## config.mk

```make
export PLATFORM = sky130hd
export DESIGN_NAME = scch_condition_handler
export DESIGN_NICKNAME = d
export VERILOG_FILES = /design/src/scch_condition_handler.v
export VERILOG_INCLUDE_DIRS = /design/src /design/src/src
export SDC_FILE = /design/constraint.sdc
export NUM_CORES = 1
export LEC_CHECK = 0
export ABC_AREA = 1
export ABC_CLOCK_PERIOD_IN_PS = 3950
export BUFFER_PORTS_ARGS = -buffer_cell sky130_fd_sc_hd__buf_2
export CAP_MARGIN = 10
export CORE_AREA = 5 5 232 144
export CTS_BUF_LIST = sky130_fd_sc_hd__clkbuf_4 sky130_fd_sc_hd__clkbuf_8
export CTS_CLUSTER_SIZE = 14
export DETAILED_ROUTE_END_ITERATION = 12
export DIE_AREA = 0 0 237 149
export PLACE_DENSITY_LB_ADDON = 0.12
export REMOVE_ABC_BUFFERS = 1
export SYNTH_ARGS = -nofsm -noshare
export SYNTH_HDL_FRONTEND = slang
export SYNTH_SLANG_ARGS = --single-unit
```

## constraint.sdc

```tcl
create_clock -name clk_sys -period 3.95 [get_ports clk_sys]
set_input_delay 0.5925 -clock clk_sys [delete_from_list [all_inputs] [get_ports clk_sys]]
set_output_delay 0.5925 -clock clk_sys [all_outputs]
set_load 0.02 [all_outputs]
```

## src/scch_map.vh

```
`ifndef SCCH_MAP_VH
`define SCCH_MAP_VH
// Opcodes
`define SCCH_OP_TUR 8'h00
`define SCCH_OP_RSENSE 8'h03
`define SCCH_OP_INITES 8'h07
`define SCCH_OP_INQ 8'h12
`define SCCH_OP_PSET 8'h15
`define SCCH_OP_RSV 8'h16
`define SCCH_OP_REL 8'h17
`define SCCH_OP_PREP 8'h1A
`define SCCH_OP_RDIAG 8'h1C
`define SCCH_OP_SDIAG 8'h1D
`define SCCH_OP_PARK 8'h2B
`define SCCH_OP_LOG 8'h4D
`define SCCH_OP_MOVE 8'hA5
`define SCCH_OP_RES 8'hB8
// Status bytes
`define SCCH_ST_GOOD 8'h00
`define SCCH_ST_CHECK 8'h02
`define SCCH_ST_BUSY 8'h08
`define SCCH_ST_CONFLICT 8'h18
// Sense keys
`define SCCH_SK_NONE 4'h0
`define SCCH_SK_HWERR 4'h4
`define SCCH_SK_ILLEGAL 4'h5
`define SCCH_SK_UATTN 4'h6
// Additional sense codes
`define SCCH_ASC_NONE 8'h00
`define SCCH_ASC_BADOP 8'h20
`define SCCH_ASC_UATTN 8'h29
`define SCCH_ASC_HWERR 8'h40
// Descriptor lengths
`define SCCH_LEN_6 4'h6
`define SCCH_LEN_10 4'hA
`define SCCH_LEN_12 4'hC
// Default element addresses
`define SCCH_ADDR_MECH 16'h0000
`define SCCH_ADDR_SLOT 16'h000A
`define SCCH_ADDR_TAPE 16'h0050
`endif

```

## src/scch_condition_handler.v

```verilog
`timescale 1ns/1ps
`default_nettype none
`include "scch_map.vh"
module scch_condition_handler #(
	parameter OWN_ID = 3'd7,
	parameter UA_QUAL = 8'h00
) (
	// Clock and reset
	input wire clk_sys,
	input wire reset,
	// Command from bus front end
	input wire cmdValid,
	input wire [7:0] cmdOpcode,
	input wire [2:0] cmdInitiator,
	input wire cmdIdKnown,
	input wire cmdBusy,
	input wire [15:0] cmdElemAddr,
	input wire [1:0] cmdElemSel,
	// Events
	input wire uaEvent,
	input wire [7:0] uaCode,
	input wire hwFailValid,
	input wire hwFailUnrecov,
	input wire [7:0] hwFailQual,
	input wire ifaceFault,
	// Answer
	output reg respValid,
	output reg [7:0] respStatus,
	output reg [3:0] respCdbLen,
	output reg [3:0] respSenseKey,
	output reg [7:0] respAsc,
	output reg [7:0] respAscq,
	output reg motionStart,
	output reg [7:0] respOpcode,
	// Element addresses, display, fault flag and command ready
	output reg [15:0] addrMech,
	output reg [15:0] addrSlot,
	output reg [15:0] addrTape,
	output reg [7:0] displayCode,
	output reg faultLatched,
	output wire cmdReady
);
	reg [7:0] uaPend;
	reg [7:0] uaReported;
	reg [7:0] uaAsc;
	reg [3:0] senseKey [0:7];
	reg [7:0] senseAsc [0:7];
	reg [7:0] senseAscq [0:7];
	reg rsvHeld;
	reg [2:0] rsvOwner;
	reg [7:0] hwQual;
	reg ifaceDead;
	wire [2:0] idx;
	wire isMotion;
	wire isTur;
	wire isInfo;
	wire known;
	integer i;

	function [3:0] cdb_len;
		input [7:0] op;
		begin
			case (op)
				`SCCH_OP_PARK, `SCCH_OP_LOG: cdb_len = `SCCH_LEN_10;
				`SCCH_OP_MOVE, `SCCH_OP_RES: cdb_len = `SCCH_LEN_12;
				`SCCH_OP_TUR, `SCCH_OP_RSENSE, `SCCH_OP_INITES, `SCCH_OP_INQ,
				`SCCH_OP_PSET, `SCCH_OP_RSV, `SCCH_OP_REL, `SCCH_OP_PREP,
				`SCCH_OP_RDIAG, `SCCH_OP_SDIAG: cdb_len = `SCCH_LEN_6;
				default: cdb_len = 4'h0;
			endcase
		end
	endfunction

	function motion_op;
		input [7:0] op;
		begin
			motion_op = (op == `SCCH_OP_MOVE) || (op == `SCCH_OP_PARK) ||
				(op == `SCCH_OP_INITES) || (op == `SCCH_OP_SDIAG);
		end
	endfunction

	assign idx = cmdIdKnown ? cmdInitiator : OWN_ID;
	assign isMotion = motion_op(cmdOpcode);
	assign isTur = cmdOpcode == `SCCH_OP_TUR;
	assign isInfo = (cmdOpcode == `SCCH_OP_INQ) ||
		(cmdOpcode == `SCCH_OP_RSENSE);
	assign known = cdb_len(cmdOpcode) != 4'h0;
	// stop taking commands only on interface fault
	assign cmdReady = !ifaceDead;

	always @(posedge clk_sys) begin
		if (reset) begin
			uaPend <= 8'hFF;
			uaReported <= 8'h00;
			uaAsc <= `SCCH_ASC_UATTN;
			for (i = 0; i < 8; i = i + 1) begin
				senseKey[i] <= `SCCH_SK_NONE;
				senseAsc[i] <= `SCCH_ASC_NONE;
				senseAscq[i] <= 8'h00;
			end
			rsvHeld <= 1'b0;
			rsvOwner <= 3'd0;
			hwQual <= 8'h00;
			ifaceDead <= 1'b0;
			faultLatched <= 1'b0;
			displayCode <= 8'h00;
			respValid <= 1'b0;
			respStatus <= `SCCH_ST_GOOD;
			respCdbLen <= 4'h0;
			respSenseKey <= `SCCH_SK_NONE;
			respAsc <= `SCCH_ASC_NONE;
			respAscq <= 8'h00;
			respOpcode <= 8'h00;
			motionStart <= 1'b0;
			addrMech <= `SCCH_ADDR_MECH;
			addrSlot <= `SCCH_ADDR_SLOT;
			addrTape <= `SCCH_ADDR_TAPE;
		end else begin
			respValid <= 1'b0;
			motionStart <= 1'b0;
			if (ifaceFault)
				ifaceDead <= 1'b1;
			// motion failure sets hardware error sense
			if (hwFailValid) begin
				senseKey[idx] <= `SCCH_SK_HWERR;
				senseAsc[idx] <= `SCCH_ASC_HWERR;
				senseAscq[idx] <= hwFailQual;
				respValid <= 1'b1;
				respStatus <= `SCCH_ST_CHECK;
				respSenseKey <= `SCCH_SK_HWERR;
				respAsc <= `SCCH_ASC_HWERR;
				respAscq <= hwFailQual;
				if (hwFailUnrecov) begin
					faultLatched <= 1'b1;
					hwQual <= hwFailQual;
					displayCode <= hwFailQual;
				end
			end else if (cmdValid && !ifaceDead) begin
				respValid <= 1'b1;
				respOpcode <= cmdOpcode;
				respCdbLen <= cdb_len(cmdOpcode);
				respSenseKey <= senseKey[idx];
				respAsc <= senseAsc[idx];
				respAscq <= senseAscq[idx];
				respStatus <= `SCCH_ST_GOOD;
				if (cmdBusy && !isInfo) begin
					respStatus <= `SCCH_ST_BUSY;
				end else if (uaPend[idx] && !isInfo) begin
					respStatus <= `SCCH_ST_CHECK;
					uaReported[idx] <= 1'b1;
					senseKey[idx] <= `SCCH_SK_UATTN;
					senseAsc[idx] <= uaAsc;
					senseAscq[idx] <= UA_QUAL;
					respSenseKey <= `SCCH_SK_UATTN;
					respAsc <= uaAsc;
					respAscq <= UA_QUAL;
					if (uaReported[idx]) begin
						uaPend[idx] <= 1'b0;
						uaReported[idx] <= 1'b0;
						senseKey[idx] <= `SCCH_SK_NONE;
						senseAsc[idx] <= `SCCH_ASC_NONE;
						senseAscq[idx] <= 8'h00;
						respStatus <= `SCCH_ST_GOOD;
					end
				end else if (!known) begin
					respStatus <= `SCCH_ST_CHECK;
					senseKey[idx] <= `SCCH_SK_ILLEGAL;
					senseAsc[idx] <= `SCCH_ASC_BADOP;
					senseAscq[idx] <= 8'h00;
				end else if (faultLatched && (isMotion || isTur)) begin
					respStatus <= `SCCH_ST_CHECK;
					senseKey[idx] <= `SCCH_SK_HWERR;
					senseAsc[idx] <= `SCCH_ASC_HWERR;
					senseAscq[idx] <= hwQual;
					respSenseKey <= `SCCH_SK_HWERR;
					respAsc <= `SCCH_ASC_HWERR;
					respAscq <= hwQual;
				end else if (cmdOpcode == `SCCH_OP_RSENSE) begin
					senseKey[idx] <= `SCCH_SK_NONE;
					senseAsc[idx] <= `SCCH_ASC_NONE;
					senseAscq[idx] <= 8'h00;
					if (uaReported[idx] && !uaEvent) begin
						uaPend[idx] <= 1'b0;
						uaReported[idx] <= 1'b0;
					end
				end else if (cmdOpcode == `SCCH_OP_INQ) begin
					respStatus <= `SCCH_ST_GOOD;
				end else if ((cmdOpcode == `SCCH_OP_RSV ||
					cmdOpcode == `SCCH_OP_MOVE) && rsvHeld &&
					rsvOwner != idx) begin
					respStatus <= `SCCH_ST_CONFLICT;
				end else begin
					senseKey[idx] <= `SCCH_SK_NONE;
					senseAsc[idx] <= `SCCH_ASC_NONE;
					senseAscq[idx] <= 8'h00;
					if (isMotion)
						motionStart <= 1'b1;
					if (cmdOpcode == `SCCH_OP_RSV) begin
						rsvHeld <= 1'b1;
						rsvOwner <= idx;
					end
					if (cmdOpcode == `SCCH_OP_REL && rsvOwner == idx)
						rsvHeld <= 1'b0;
					if (cmdOpcode == `SCCH_OP_PSET) begin
						case (cmdElemSel)
							2'd0: addrMech <= cmdElemAddr;
							2'd1: addrSlot <= cmdElemAddr;
							2'd2: addrTape <= cmdElemAddr;
							default: addrMech <= addrMech;
						endcase
					end
				end
			end
			if (uaEvent) begin
				uaPend <= 8'hFF;
				uaReported <= 8'h00;
				uaAsc <= uaCode;
			end
		end
	end
endmodule
`default_nettype wire

```

==> flow_metrics.py, run 1 <==
metrics = {
    "run_status": {
        "status": "completed",
    },
    "synth": {
        "synth_common_cells": "386 x nor2_1, 286 x nand2_1, 152 x edfxtp_1",
        "synth_top_area_share_pct": 36.58,
        "synthXorXnorAreaFrac_pct": 0.07019,
        "synth_compound_area_share_pct": 10.85,
        "ys_types": 47,
        "synthAdderAreaFrac_pct": 0,
        "syn_inst": 1472,
        "ys_ff_latch": 273,
        "synth.most_common_cell": "nor2_1",
        "yosys.area.top_type": "edfxtp_1",
        "syn-mean-instance-area_sq_um": 8.477,
        "synth_edf_count": 152,
        "syn_area_sq_um": 12480,
        "synth_flop_cell": "edfxtp_1",
        "synth-seq-area-share_pct": 55.99,
        "synthMuxAreaShare_pct": 0,
        "yosys-top-cells-area": "edfxtp_1 37%, dfxtp_1 19%, nor2_1 12%",
        "async_reset_ff_share_pct": 0,
        "synth-simple-area-share_pct": 26.61,
        "yosys_warnings": 0,
        "synth_top_family_by_area": "simple AND/OR/NAND/NOR gates",
    },
    "critical_path": {
        "crit_buf_inv": 3,
        "rr_worst_depth": 12,
        "critPathCapture": "senseKey[2][2]",
        "r2r_end": "senseKey[2][2]",
        "crit_family": "simple AND/OR/NAND/NOR gates",
        "slowest_stage": "o21bai_2",
        "critPathArrivalTime_ns": 3.65,
        "cp.required_ns": 4.27,
        "path_class": "in -> reg",
        "crit_top_cell": "nand2_1",
        "crit_fanout": 19,
        "cp.depth": 16,
        "worstReg2RegStart": "uaPend[2]",
        "worstSetupStartpointType": "input port",
        "cpPeakStageDelay_ns": 0.50,
        "crit_start": "cmdOpcode[7]",
        "regToRegSetupSlack_ns": 0.76,
        "end_kind": "flop",
        "crit_chain": "buf_2 -> inv_1 -> nand2_1 -> nor2_4 -> nand2_1 -> nand2_1 -> nand2_1 -> nor2_1 -> nor2_1 -> nand2_1 -> nor2_4 -> o21bai_2 -> nand3_4 -> nand2_8 -> nand2_1 -> buf_12",
    },
    "floorplanning": {
        "io_pins": 154,
        "die_h_microns": 149,
        "die_x_microns": 237,
        "rows": 50,
        "dieArea_sq_um": 35310,
        "start_util_pct": 40.46,
        "core_area_sq_um": 30840,
    },
    "timing": {
        "rsz0062_at_grt": "false",
        "max-slew-margin-rel_pct": 28.12,
        "slew_viol_final": 0,
        "tightestPinTransition_ns": 1.074,
        "setup_slack_ns": 0.6244,
        "finalSetupViolCount": 0,
        "finClkSkew_ns": 0.03790,
        "period_needed_ns": 3.326,
        "final-hold-violation-count": 0,
        "max_freq_ghz": 0.3007,
        "fin_crit_sh_pct": 84.19,
        "timing.hold.ws_ns": 0.2038,
    },
    "grt": {
        "grt_overflow_total": 0,
        "grt_pass1_wl_microns": 60640,
        "grt_max_degree": 59,
        "grtUsageTotal_pct": 22.01,
        "antenna_found_initial": 1,
        "grt_pass1_vias": 10040,
    },
    "final_layout": {
        "post-route-cell-area_sq_um": 14650,
        "final_cells": 2087,
        "drive_above_1_share_pct": 19.39,
        "fin_nets": 1691,
        "diodes": 0,
        "area_growth_syn_to_layout_pct": 17.38,
    },
    "cts": {
        "htreeDepth": 2,
        "postCtsHoldBufs": 0,
        "cts_setup_buffers": 0,
        "cts_sinks": 273,
        "cts_buffer_depth": 3,
        "cts_buffers": 42,
        "ctsResizeCount": 0,
        "cts_root_buf": "clkbuf_8",
        "tritoncts": "done",
        "clk_pin_slew_ns": 0.08,
        "clk_latency_ns": 0.59,
    },
    "power_and_ir_drop": {
        "power.total_mw": 6.361,
        "peakVddDrop_v": 0.0002105,
        "p_per_area_nw_per_um2": 434.3,
        "p_leak_nw": 6.493,
    },
    "placement": {
        "place_congestion": 0.9250,
        "io_buffer_count": 146,
        "placed_area_sq_um": 13710,
        "dp_hpwl_microns": 27560,
        "dpl.cell_count": 2009,
        "pre_cts_ws_ns": 0.1006,
    },
    "detailed_routing": {
        "firstDrtPassIters": 5,
        "drc": 0,
        "vias": 10670,
        "ant_nets": 0,
        "first_iter_violations": 1049,
        "wl_microns": 39800,
        "vias_per_cell": 5.114,
        "wl_per_cell_microns": 19.07,
    },
    "job": {
        "cap_violations": 0,
    },
    "worst_hold_path": {
        "hold_class": "in -> reg",
    },
}
## registers in the layout, summed over array words and instances, names as in the netlist, 3 cells and up, named ones only
| register | flops |
|---|---|
| respAscq | 8 |
| uaAsc | 8 |
| hwQual | 8 |
| respOpcode | 8 |
| senseKey | 24 |
| respSenseKey | 3 |
| uaPend | 8 |
| addrSlot | 16 |
| senseAsc | 64 |
| rsvOwner | 3 |
| respStatus | 3 |
| senseAscq | 64 |
| respCdbLen | 3 |
| respAsc | 8 |
| addrTape | 16 |
| addrMech | 16 |
## report_power, final
part	leakage [nW]	internal [mW]	switching, mW
Combinational	3.44	0.154	0.419
Sequential	2.55	3.10	0.0431
Clock	0.507	1.46	1.19
Total	6.49	4.71	1.65
## layout make-up
cell class / instances / area (sq um)
Sequential cell: 273 / 6987
Timing Repair Buffer: 187 / 1064
Tap cell: 416 / 520.5
Clock buffer: 68 / 867.1
Fill cell: 2979 / 16200
Inverter: 112 / 425.4
Multi-Input combinational cell: 1021 / 4710
Clock inverter: 10 / 73.82
## tightest hold or removal path, stage by stage
cell and delay (ns):
buf_2 0.08, nor2_1 0.03, nor2_1 0.06
## stage by stage
| stage | util [%] | setup TNS, ns |
|---|---|---|
| after floorplan | - | -19.30 |
| after global placement | 44.44 | 0 |
| after detailed placement | 44.44 | 0 |
| after CTS | 47.49 | 0 |
| after global routing | 47.49 | 0 |
| final | 47.49 | 0 |
## cell usage in the layout (no fill, tap or decap), drive strengths merged, types with 6 or more instances in the layout
cell type,count
nor2,410
nand2,302
buf,187
edfxtp,152
o21ai,133
dfxtp,121
inv,109
clkbuf,68
nand3,48
a21oi,37
o22ai,14
clkinv,12
o211ai,9
a211oi,8
a22o,7
a31oi,7
conb,7
nand4,6
o2bb2ai,6
## how the worst min path moves through the flow
stage                     from         to  depth (start not counted)
CTS                 ifaceFault  ifaceDead                          3
finish              ifaceFault  ifaceDead                          3
global route        ifaceFault  ifaceDead                          3
detailed placement   uaPend[1]  uaPend[1]                          2
floorplan            uaPend[3]  uaPend[3]                          2
global placement     uaPend[1]  uaPend[1]                          2
## per-layer routing
| metal | part of all wire (%) | wire length [microns] | up-vias | GRT usage (%) |
|---|---|---|---|---|
| met5 | 0.033 | 13 | - | 0 |
| met4 | 1.6 | 652 | 2 | 5.017 |
| met3 | 8.7 | 3458 | 56 | 4.693 |
| met2 | 40 | 16070 | 455 | 30.22 |
| met1 | 49 | 19600 | 5007 | 35.07 |
| li1 | - | - | 5152 | - |
## cells by family after synthesis
logic type	after synthesis
AO/OA/AOI/OAI	235
buffers and inverters	184
XOR/XNOR	1
other	1
flip-flops	273
AND/OR/NAND/NOR	778
No activity file was read; power rests on OpenSTA's default activity.
==> run 2, diff against run 1 <==
--- a/config.mk
+++ b/config.mk
@@ -6,15 +6,15 @@
 export SDC_FILE = /design/constraint.sdc
 export NUM_CORES = 1
 export LEC_CHECK = 0
-export ABC_AREA = 1
-export ABC_CLOCK_PERIOD_IN_PS = 3950
+export ABC_AREA = 0
+export ABC_CLOCK_PERIOD_IN_PS = 3200
 export BUFFER_PORTS_ARGS = -buffer_cell sky130_fd_sc_hd__buf_2
 export CAP_MARGIN = 10
-export CORE_AREA = 5 5 232 144
+export CORE_AREA = 5 5 230 143
 export CTS_BUF_LIST = sky130_fd_sc_hd__clkbuf_4 sky130_fd_sc_hd__clkbuf_8
 export CTS_CLUSTER_SIZE = 14
 export DETAILED_ROUTE_END_ITERATION = 12
-export DIE_AREA = 0 0 237 149
+export DIE_AREA = 0 0 235 148
 export PLACE_DENSITY_LB_ADDON = 0.12
 export REMOVE_ABC_BUFFERS = 1
 export SYNTH_ARGS = -nofsm -noshare
==> constraint.sdc (replaced) <==
create_clock -name clk_sys -period 3.2 [get_ports clk_sys]
set_input_delay 0.48 -clock clk_sys [delete_from_list [all_inputs] [get_ports clk_sys]]
set_output_delay 0.48 -clock clk_sys [all_outputs]
set_load 0.02 [all_outputs]
==> run 2 against run 1 <==
Sequential cell count did not move. Non-clock buffer count rose by 65. Register-to-register slack got worse by 0.28 ns. Via count fell by 3.9%. Clock skew fell by 0.024 ns. Critical endpoint is now senseAscq[3][0]. Largest cell class unchanged. Largest power group unchanged.
==> flow_metrics.py, run 2 <==
metrics = {
    "cts": {
        "tritoncts": "done",
        "cts_buffers": 43,
        "clk_pin_slew_ns": 0.06,
        "ctsResizeCount": 0,
        "cts_setup_buffers": 0,
        "postCtsHoldBufs": 0,
        "cts_buffer_depth": 3,
        "cts_sinks": 273,
        "clk_latency_ns": 0.58,
        "cts_root_buf": "clkbuf_8",
        "htreeDepth": 2,
    },
    "synth": {
        "synth.most_common_cell": "edfxtp_1",
        "syn-mean-instance-area_sq_um": 10.38,
        "yosys_warnings": 0,
        "async_reset_ff_share_pct": 0,
        "syn_area_sq_um": 12340,
        "ys_types": 84,
        "synth_top_area_share_pct": 37.00,
        "synth_flop_cell": "edfxtp_1",
        "yosys-top-cells-area": "edfxtp_1 37%, dfxtp_1 20%, mux2i_1 5.8%",
        "synth-seq-area-share_pct": 56.63,
        "synth_edf_count": 152,
        "synth_common_cells": "152 x edfxtp_1, 145 x nor2_1, 142 x nand2_1",
        "ys_ff_latch": 273,
        "syn_inst": 1189,
        "yosys.area.top_type": "edfxtp_1",
    },
    "final_layout": {
        "mostFrequentLayoutCells": "152 x edfxtp_1, 145 x buf_2, 144 x nor2_1",
        "final_cells": 1848,
        "nFillCells": 2892,
        "drive_above_1_share_pct": 26.42,
        "largestRegisters": "senseAsc: 64 flops, senseAscq: 64 flops, senseKey: 24 flops",
        "final_common_cell": "edfxtp_1",
        "fin_util_pct": 49.16,
        "fin_nets": 1451,
        "post-route-cell-area_sq_um": 15040,
        "area_growth_syn_to_layout_pct": 21.91,
    },
    "detailed_routing": {
        "ant_nets": 0,
        "vias": 10250,
        "first_iter_violations": 1059,
        "vias_per_cell": 5.549,
        "wl_per_cell_microns": 22.07,
        "wl_microns": 40780,
        "drc": 0,
        "firstDrtPassIters": 8,
    },
    "timing": {
        "tns_ns": 0,
        "timing.hold.ws_ns": 0.1152,
        "rsz0062_at_grt": "false",
        "setup_slack_ns": 0.4767,
        "max-slew-margin-rel_pct": 45.79,
        "finalSetupViolCount": 0,
        "final-hold-violation-count": 0,
        "fin_crit_sh_pct": 85.10,
        "max_freq_ghz": 0.3672,
        "finClkSkew_ns": 0.01411,
        "tightestPinTransition_ns": 0.8132,
        "slew_viol_final": 0,
        "period_needed_ns": 2.723,
    },
    "power_and_ir_drop": {
        "power.total_mw": 7.721,
        "p_leak_nw": 5.962,
        "p_per_area_nw_per_um2": 513.4,
        "peakVddDrop_v": 0.0002404,
    },
    "job": {
        "cap_violations": 0,
    },
    "floorplanning": {
        "io_pins": 154,
        "start_util_pct": 40.33,
        "core_area_sq_um": 30590,
        "rows": 50,
        "die_h_microns": 148,
        "die_x_microns": 235,
        "dieArea_sq_um": 34780,
    },
    "run_status": {
        "status": "completed",
    },
    "placement": {
        "dpl.cell_count": 1768,
        "place_congestion": 0.8430,
        "io_buffer_count": 146,
        "dp_hpwl_microns": 27420,
        "pre_cts_ws_ns": -0.0009945,
        "placed_area_sq_um": 14150,
    },
    "critical_path": {
        "critPathArrivalTime_ns": 2.99,
        "end_kind": "flop",
        "cp.required_ns": 3.47,
        "crit_chain": "xor2_1 -> or4_1 -> a31o_1 -> a2111oi_2 -> a31o_2 -> buf_12 -> o31ai_4 -> nand2b_1 -> buf_12",
        "crit_buf_inv": 2,
        "path_class": "reg -> reg",
        "cpPeakStageDelay_ns": 0.41,
        "slowest_stage": "or4_1",
        "crit_top_cell": "buf_12",
        "crit_fanout": 16,
        "crit_family": "compound AO/OA/AOI/OAI gates",
        "worstSetupStartpointType": "flop",
    },
    "worst_hold_path": {
        "hold_class": "in -> reg",
    },
    "grt": {
        "grt_overflow_total": 0,
        "grt_max_degree": 75,
        "antenna_found_initial": 0,
        "grt_pass1_wl_microns": 61780,
        "grt_pass1_vias": 9815,
        "grtUsageTotal_pct": 22.85,
    },
}
[run 2: changes by cell type after synthesis, moves of 16 or more]
cell / previous run / this run
buf_2: 3 / 29
o21ai_0: 132 / 25
nor2_2: 16 / 0
nor3_1: 5 / 87
nor2_1: 386 / 145
mux2i_1: 0 / 72
inv_1: 96 / 20
nand3_1: 44 / 15
a21oi_1: 36 / 97
nand2_1: 286 / 142
[run 2: path summary, 6_finish.rpt]
path                               startpoint         endpoint  slack (ns)  cells past startpoint
worst min register to register  respOpcode[4]    respOpcode[4]        0.45                      2
worst max register to register    rsvOwner[2]  senseAscq[3][0]        0.48                      9
worst min-delay path                uaCode[0]         uaAsc[0]        0.12                      2
worst max-delay path              rsvOwner[2]  senseAscq[3][0]        0.48                      9
[run 2: cell families (layout without fill, tap and decap cells)]
family / count (synthesis) / count (layout) / synth area share, %
AO/OA/AOI/OAI: 227 / 227 / 13.21
XOR/XNOR: 3 / 3 / 0.2130
buffers and inverters: 117 / 353 / 4.341
flip-flops: 273 / 273 / 56.63
multiplexers: 75 / 75 / 6.298
other: 1 / 8 / 0.03040
AND/OR/NAND/NOR: 493 / 493 / 19.28
[run 2: worst register-to-register path, cell delays in order (launching register included)]
cell and delay, ns:
dfxtp_1 0.35, xor2_1 0.16, or4_1 0.41, a31o_1 0.27, a2111oi_2 0.32, a31o_2 0.24, buf_12 0.17, o31ai_4 0.09
nand2b_1 0.19, buf_12 0.21
[run 2: where the power goes]
part           switching, mW  internal [mW]
clock network           1.42           1.66
registers             0.0528           3.82
logic                  0.506          0.259
[run 2: final cells by class]
cell class | instances | area [sq um] | area share (%)
antenna | 1 | 2.502 | 0.01664
clock buffer | 72 | 840.8 | 5.591
clock inverter | 7 | 41.29 | 0.2745
inverter | 22 | 82.58 | 0.5491
multi-input combinational | 805 | 4873 | 32.40
sequential | 273 | 6987 | 46.46
tap | 416 | 520.5 | 3.461
timing repair buffer | 252 | 1692 | 11.25
[run 2: layer usage]
| metal | up-vias | GRT usage, % | share of wire [%] | wire length [microns] |
|---|---|---|---|---|
| met5 | - | 0 | 0 | 0 |
| met4 | 0 | 6.068 | 2.3 | 935 |
| met3 | 72 | 6.619 | 10 | 4059 |
| met2 | 454 | 33.02 | 42 | 17070 |
| met1 | 4990 | 33.62 | 46 | 18710 |
| li1 | 4738 | - | - | - |
==> run 3, diff against run 2 <==
--- a/config.mk
+++ b/config.mk
@@ -7,7 +7,7 @@
 export NUM_CORES = 1
 export LEC_CHECK = 0
 export ABC_AREA = 0
-export ABC_CLOCK_PERIOD_IN_PS = 3200
+export ABC_CLOCK_PERIOD_IN_PS = 2800
 export BUFFER_PORTS_ARGS = -buffer_cell sky130_fd_sc_hd__buf_2
 export CAP_MARGIN = 10
 export CORE_AREA = 5 5 230 143
==> constraint.sdc (replaced) <==
create_clock -name clk_sys -period 2.8 [get_ports clk_sys]
set_input_delay 0.42 -clock clk_sys [delete_from_list [all_inputs] [get_ports clk_sys]]
set_output_delay 0.42 -clock clk_sys [all_outputs]
set_load 0.02 [all_outputs]
==> run 3 against run 2 <==
Critical path type unchanged. Clock-buffer cell count shrank 1. Highest routed layer is now met5. Largest cell class unchanged. Sequential power grew 14%. Sequential share of layout area shrank 1.4 points. Setup slack lost 0.35 ns. Via count grew 0.57%.
==> flow_metrics.py, run 3 (same netlist as run 2, synthesis figures left out) <==
metrics = {
    "final_layout": {
        "post-route-cell-area_sq_um": 15510,
        "area_growth_syn_to_layout_pct": 25.75,
        "mostFrequentLayoutCells": "152 x edfxtp_1, 145 x buf_2, 144 x nor2_1",
        "drive_above_1_share_pct": 28.64,
        "final_cells": 1894,
        "final_common_cell": "edfxtp_1",
        "fin_nets": 1497,
        "largestRegisters": "senseAsc: 64 flops, senseAscq: 64 flops, senseKey: 24 flops",
    },
    "cts": {
        "tritoncts": "done",
        "cts_buffer_depth": 3,
        "cts_setup_buffers": 0,
        "clk_pin_slew_ns": 0.06,
        "cts_buffers": 43,
        "cts_root_buf": "clkbuf_8",
        "postCtsHoldBufs": 0,
        "clk_latency_ns": 0.57,
        "htreeDepth": 2,
        "cts_sinks": 273,
        "ctsResizeCount": 0,
    },
    "detailed_routing": {
        "vias": 10310,
        "drc": 0,
        "ant_nets": 0,
        "vias_per_cell": 5.445,
        "wl_microns": 40640,
        "wl_per_cell_microns": 21.46,
        "first_iter_violations": 875,
        "firstDrtPassIters": 5,
    },
    "grt": {
        "grt_max_degree": 99,
        "antenna_found_initial": 1,
        "grt_overflow_total": 0,
        "grtUsageTotal_pct": 22.55,
        "grt_pass1_wl_microns": 61530,
        "grt_pass1_vias": 10030,
    },
    "timing": {
        "final-hold-violation-count": 0,
        "timing.hold.ws_ns": 0.06486,
        "period_needed_ns": 2.673,
        "finalSetupViolCount": 0,
        "max_freq_ghz": 0.3742,
        "tightestPinTransition_ns": 0.5668,
        "finClkSkew_ns": 0.01263,
        "rsz0062_at_grt": "false",
        "slew_viol_final": 0,
        "max-slew-margin-rel_pct": 61.24,
        "fin_crit_sh_pct": 95.45,
    },
    "floorplanning": {
        "die_h_microns": 148,
        "dieArea_sq_um": 34780,
        "start_util_pct": 40.33,
        "die_x_microns": 235,
        "core_area_sq_um": 30590,
        "io_pins": 154,
        "rows": 50,
    },
    "critical_path": {
        "end_kind": "flop",
        "rr_worst_depth": 9,
        "crit_fanout": 9,
        "critPathArrivalTime_ns": 2.95,
        "cp.required_ns": 3.08,
        "worstSetupStartpointType": "flop",
        "path_class": "reg -> reg",
    },
    "power_and_ir_drop": {
        "combPwrFrac_pct": 10.2,
        "p_int_mw": 6.839,
        "peakVddDrop_v": 0.0003673,
        "p_per_area_nw_per_um2": 585.3,
        "netSwitchingPower_mw": 2.241,
        "pwr-share-seq_pct": 48.7,
        "power.share.clock_pct": 41.1,
        "switching_share_pct": 24.68,
        "p_leak_nw": 6.225,
        "power.total_mw": 9.079,
    },
    "placement": {
        "dp_hpwl_microns": 27380,
        "place_congestion": 0.8296,
        "io_buffer_count": 146,
        "placed_area_sq_um": 14550,
        "dpl.cell_count": 1814,
    },
    "job": {
        "cap_violations": 0,
    },
    "worst_hold_path": {
        "hold_class": "in -> reg",
        "hold_path_depth": 3,
    },
    "run_status": {
        "status": "completed",
    },
}
run 3: cell types whose count changed in the layout (fill, tap and decap cells not counted):
cell	previous run	this run
buf_12	13	17
clkinvlp_4	1	3
clkinv_2	5	2
clkinv_1	0	1
bufinv_16	0	2
inv_6	1	0
clkbuf_4	24	18
buf_4	94	136
clkbuf_8	48	53
run 3: final timing paths:
check | startpoint | slack (ns) | end
setup / recovery | rsvOwner[2] | 0.13 | senseAscq[5][1]
hold / removal | ifaceFault | 0.06 | ifaceDead
setup reg to reg | rsvOwner[2] | 0.13 | senseAscq[5][1]
hold reg to reg | respSenseKey[0] | 0.45 | respSenseKey[0]
run 3: layout make-up:
class / instances / area [sq um]
Tap cell: 416 / 520.5
Clock inverter: 8 / 96.34
Multi-Input combinational cell: 805 / 4873
Fill cell: 2849 / 15080
Antenna cell: 1 / 2.502
Sequential cell: 273 / 6987
Clock buffer: 71 / 864.6
Timing Repair Buffer: 298 / 2087
Inverter: 22 / 82.58
run 3: layer usage:
layer | vias up | global-route usage [%] | share of wire, % | wire length (microns)
met5 | - | 0 | 0.025 | 10
li1 | 4816 | - | - | -
met2 | 389 | 33.20 | 43 | 17350
met3 | 55 | 5.240 | 8.5 | 3465
met1 | 5050 | 34.07 | 47 | 19220
met4 | 2 | 4.522 | 1.4 | 587
run 3: power groups by stage:
stage / clock network [mW] / registers (mW) / logic, mW
floorplan: 0 / 4.54 / 0.362
global placement: 0 / 4.51 / 0.910
detailed placement: 0 / 4.51 / 0.915
CTS: 3.81 / 4.42 / 0.919
global route: 4.01 / 4.44 / 0.984
finish: 3.73 / 4.42 / 0.924
run 3: metrics by stage:
stage | utilization, % | setup slack (ns) | setup TNS [ns]
finish | 50.71 | 0.1274 | 0
global route | 50.70 | 0.02152 | 0
CTS | 50.70 | 0.1279 | 0
detailed placement | 47.56 | -0.1416 | -24.28
global placement | 47.56 | -0.1152 | -17.01
floorplan | - | -1.802 | -272.26
run 3: critical path: stages (launching register included):
cell	delay, ns
dfxtp_1	0.35
xor2_1	0.16
or4_1	0.40
a31o_1	0.25
a2111oi_2	0.31
a31o_2	0.24
buf_12	0.16
nor3_4	0.06
o21bai_2	0.23
buf_4	0.21
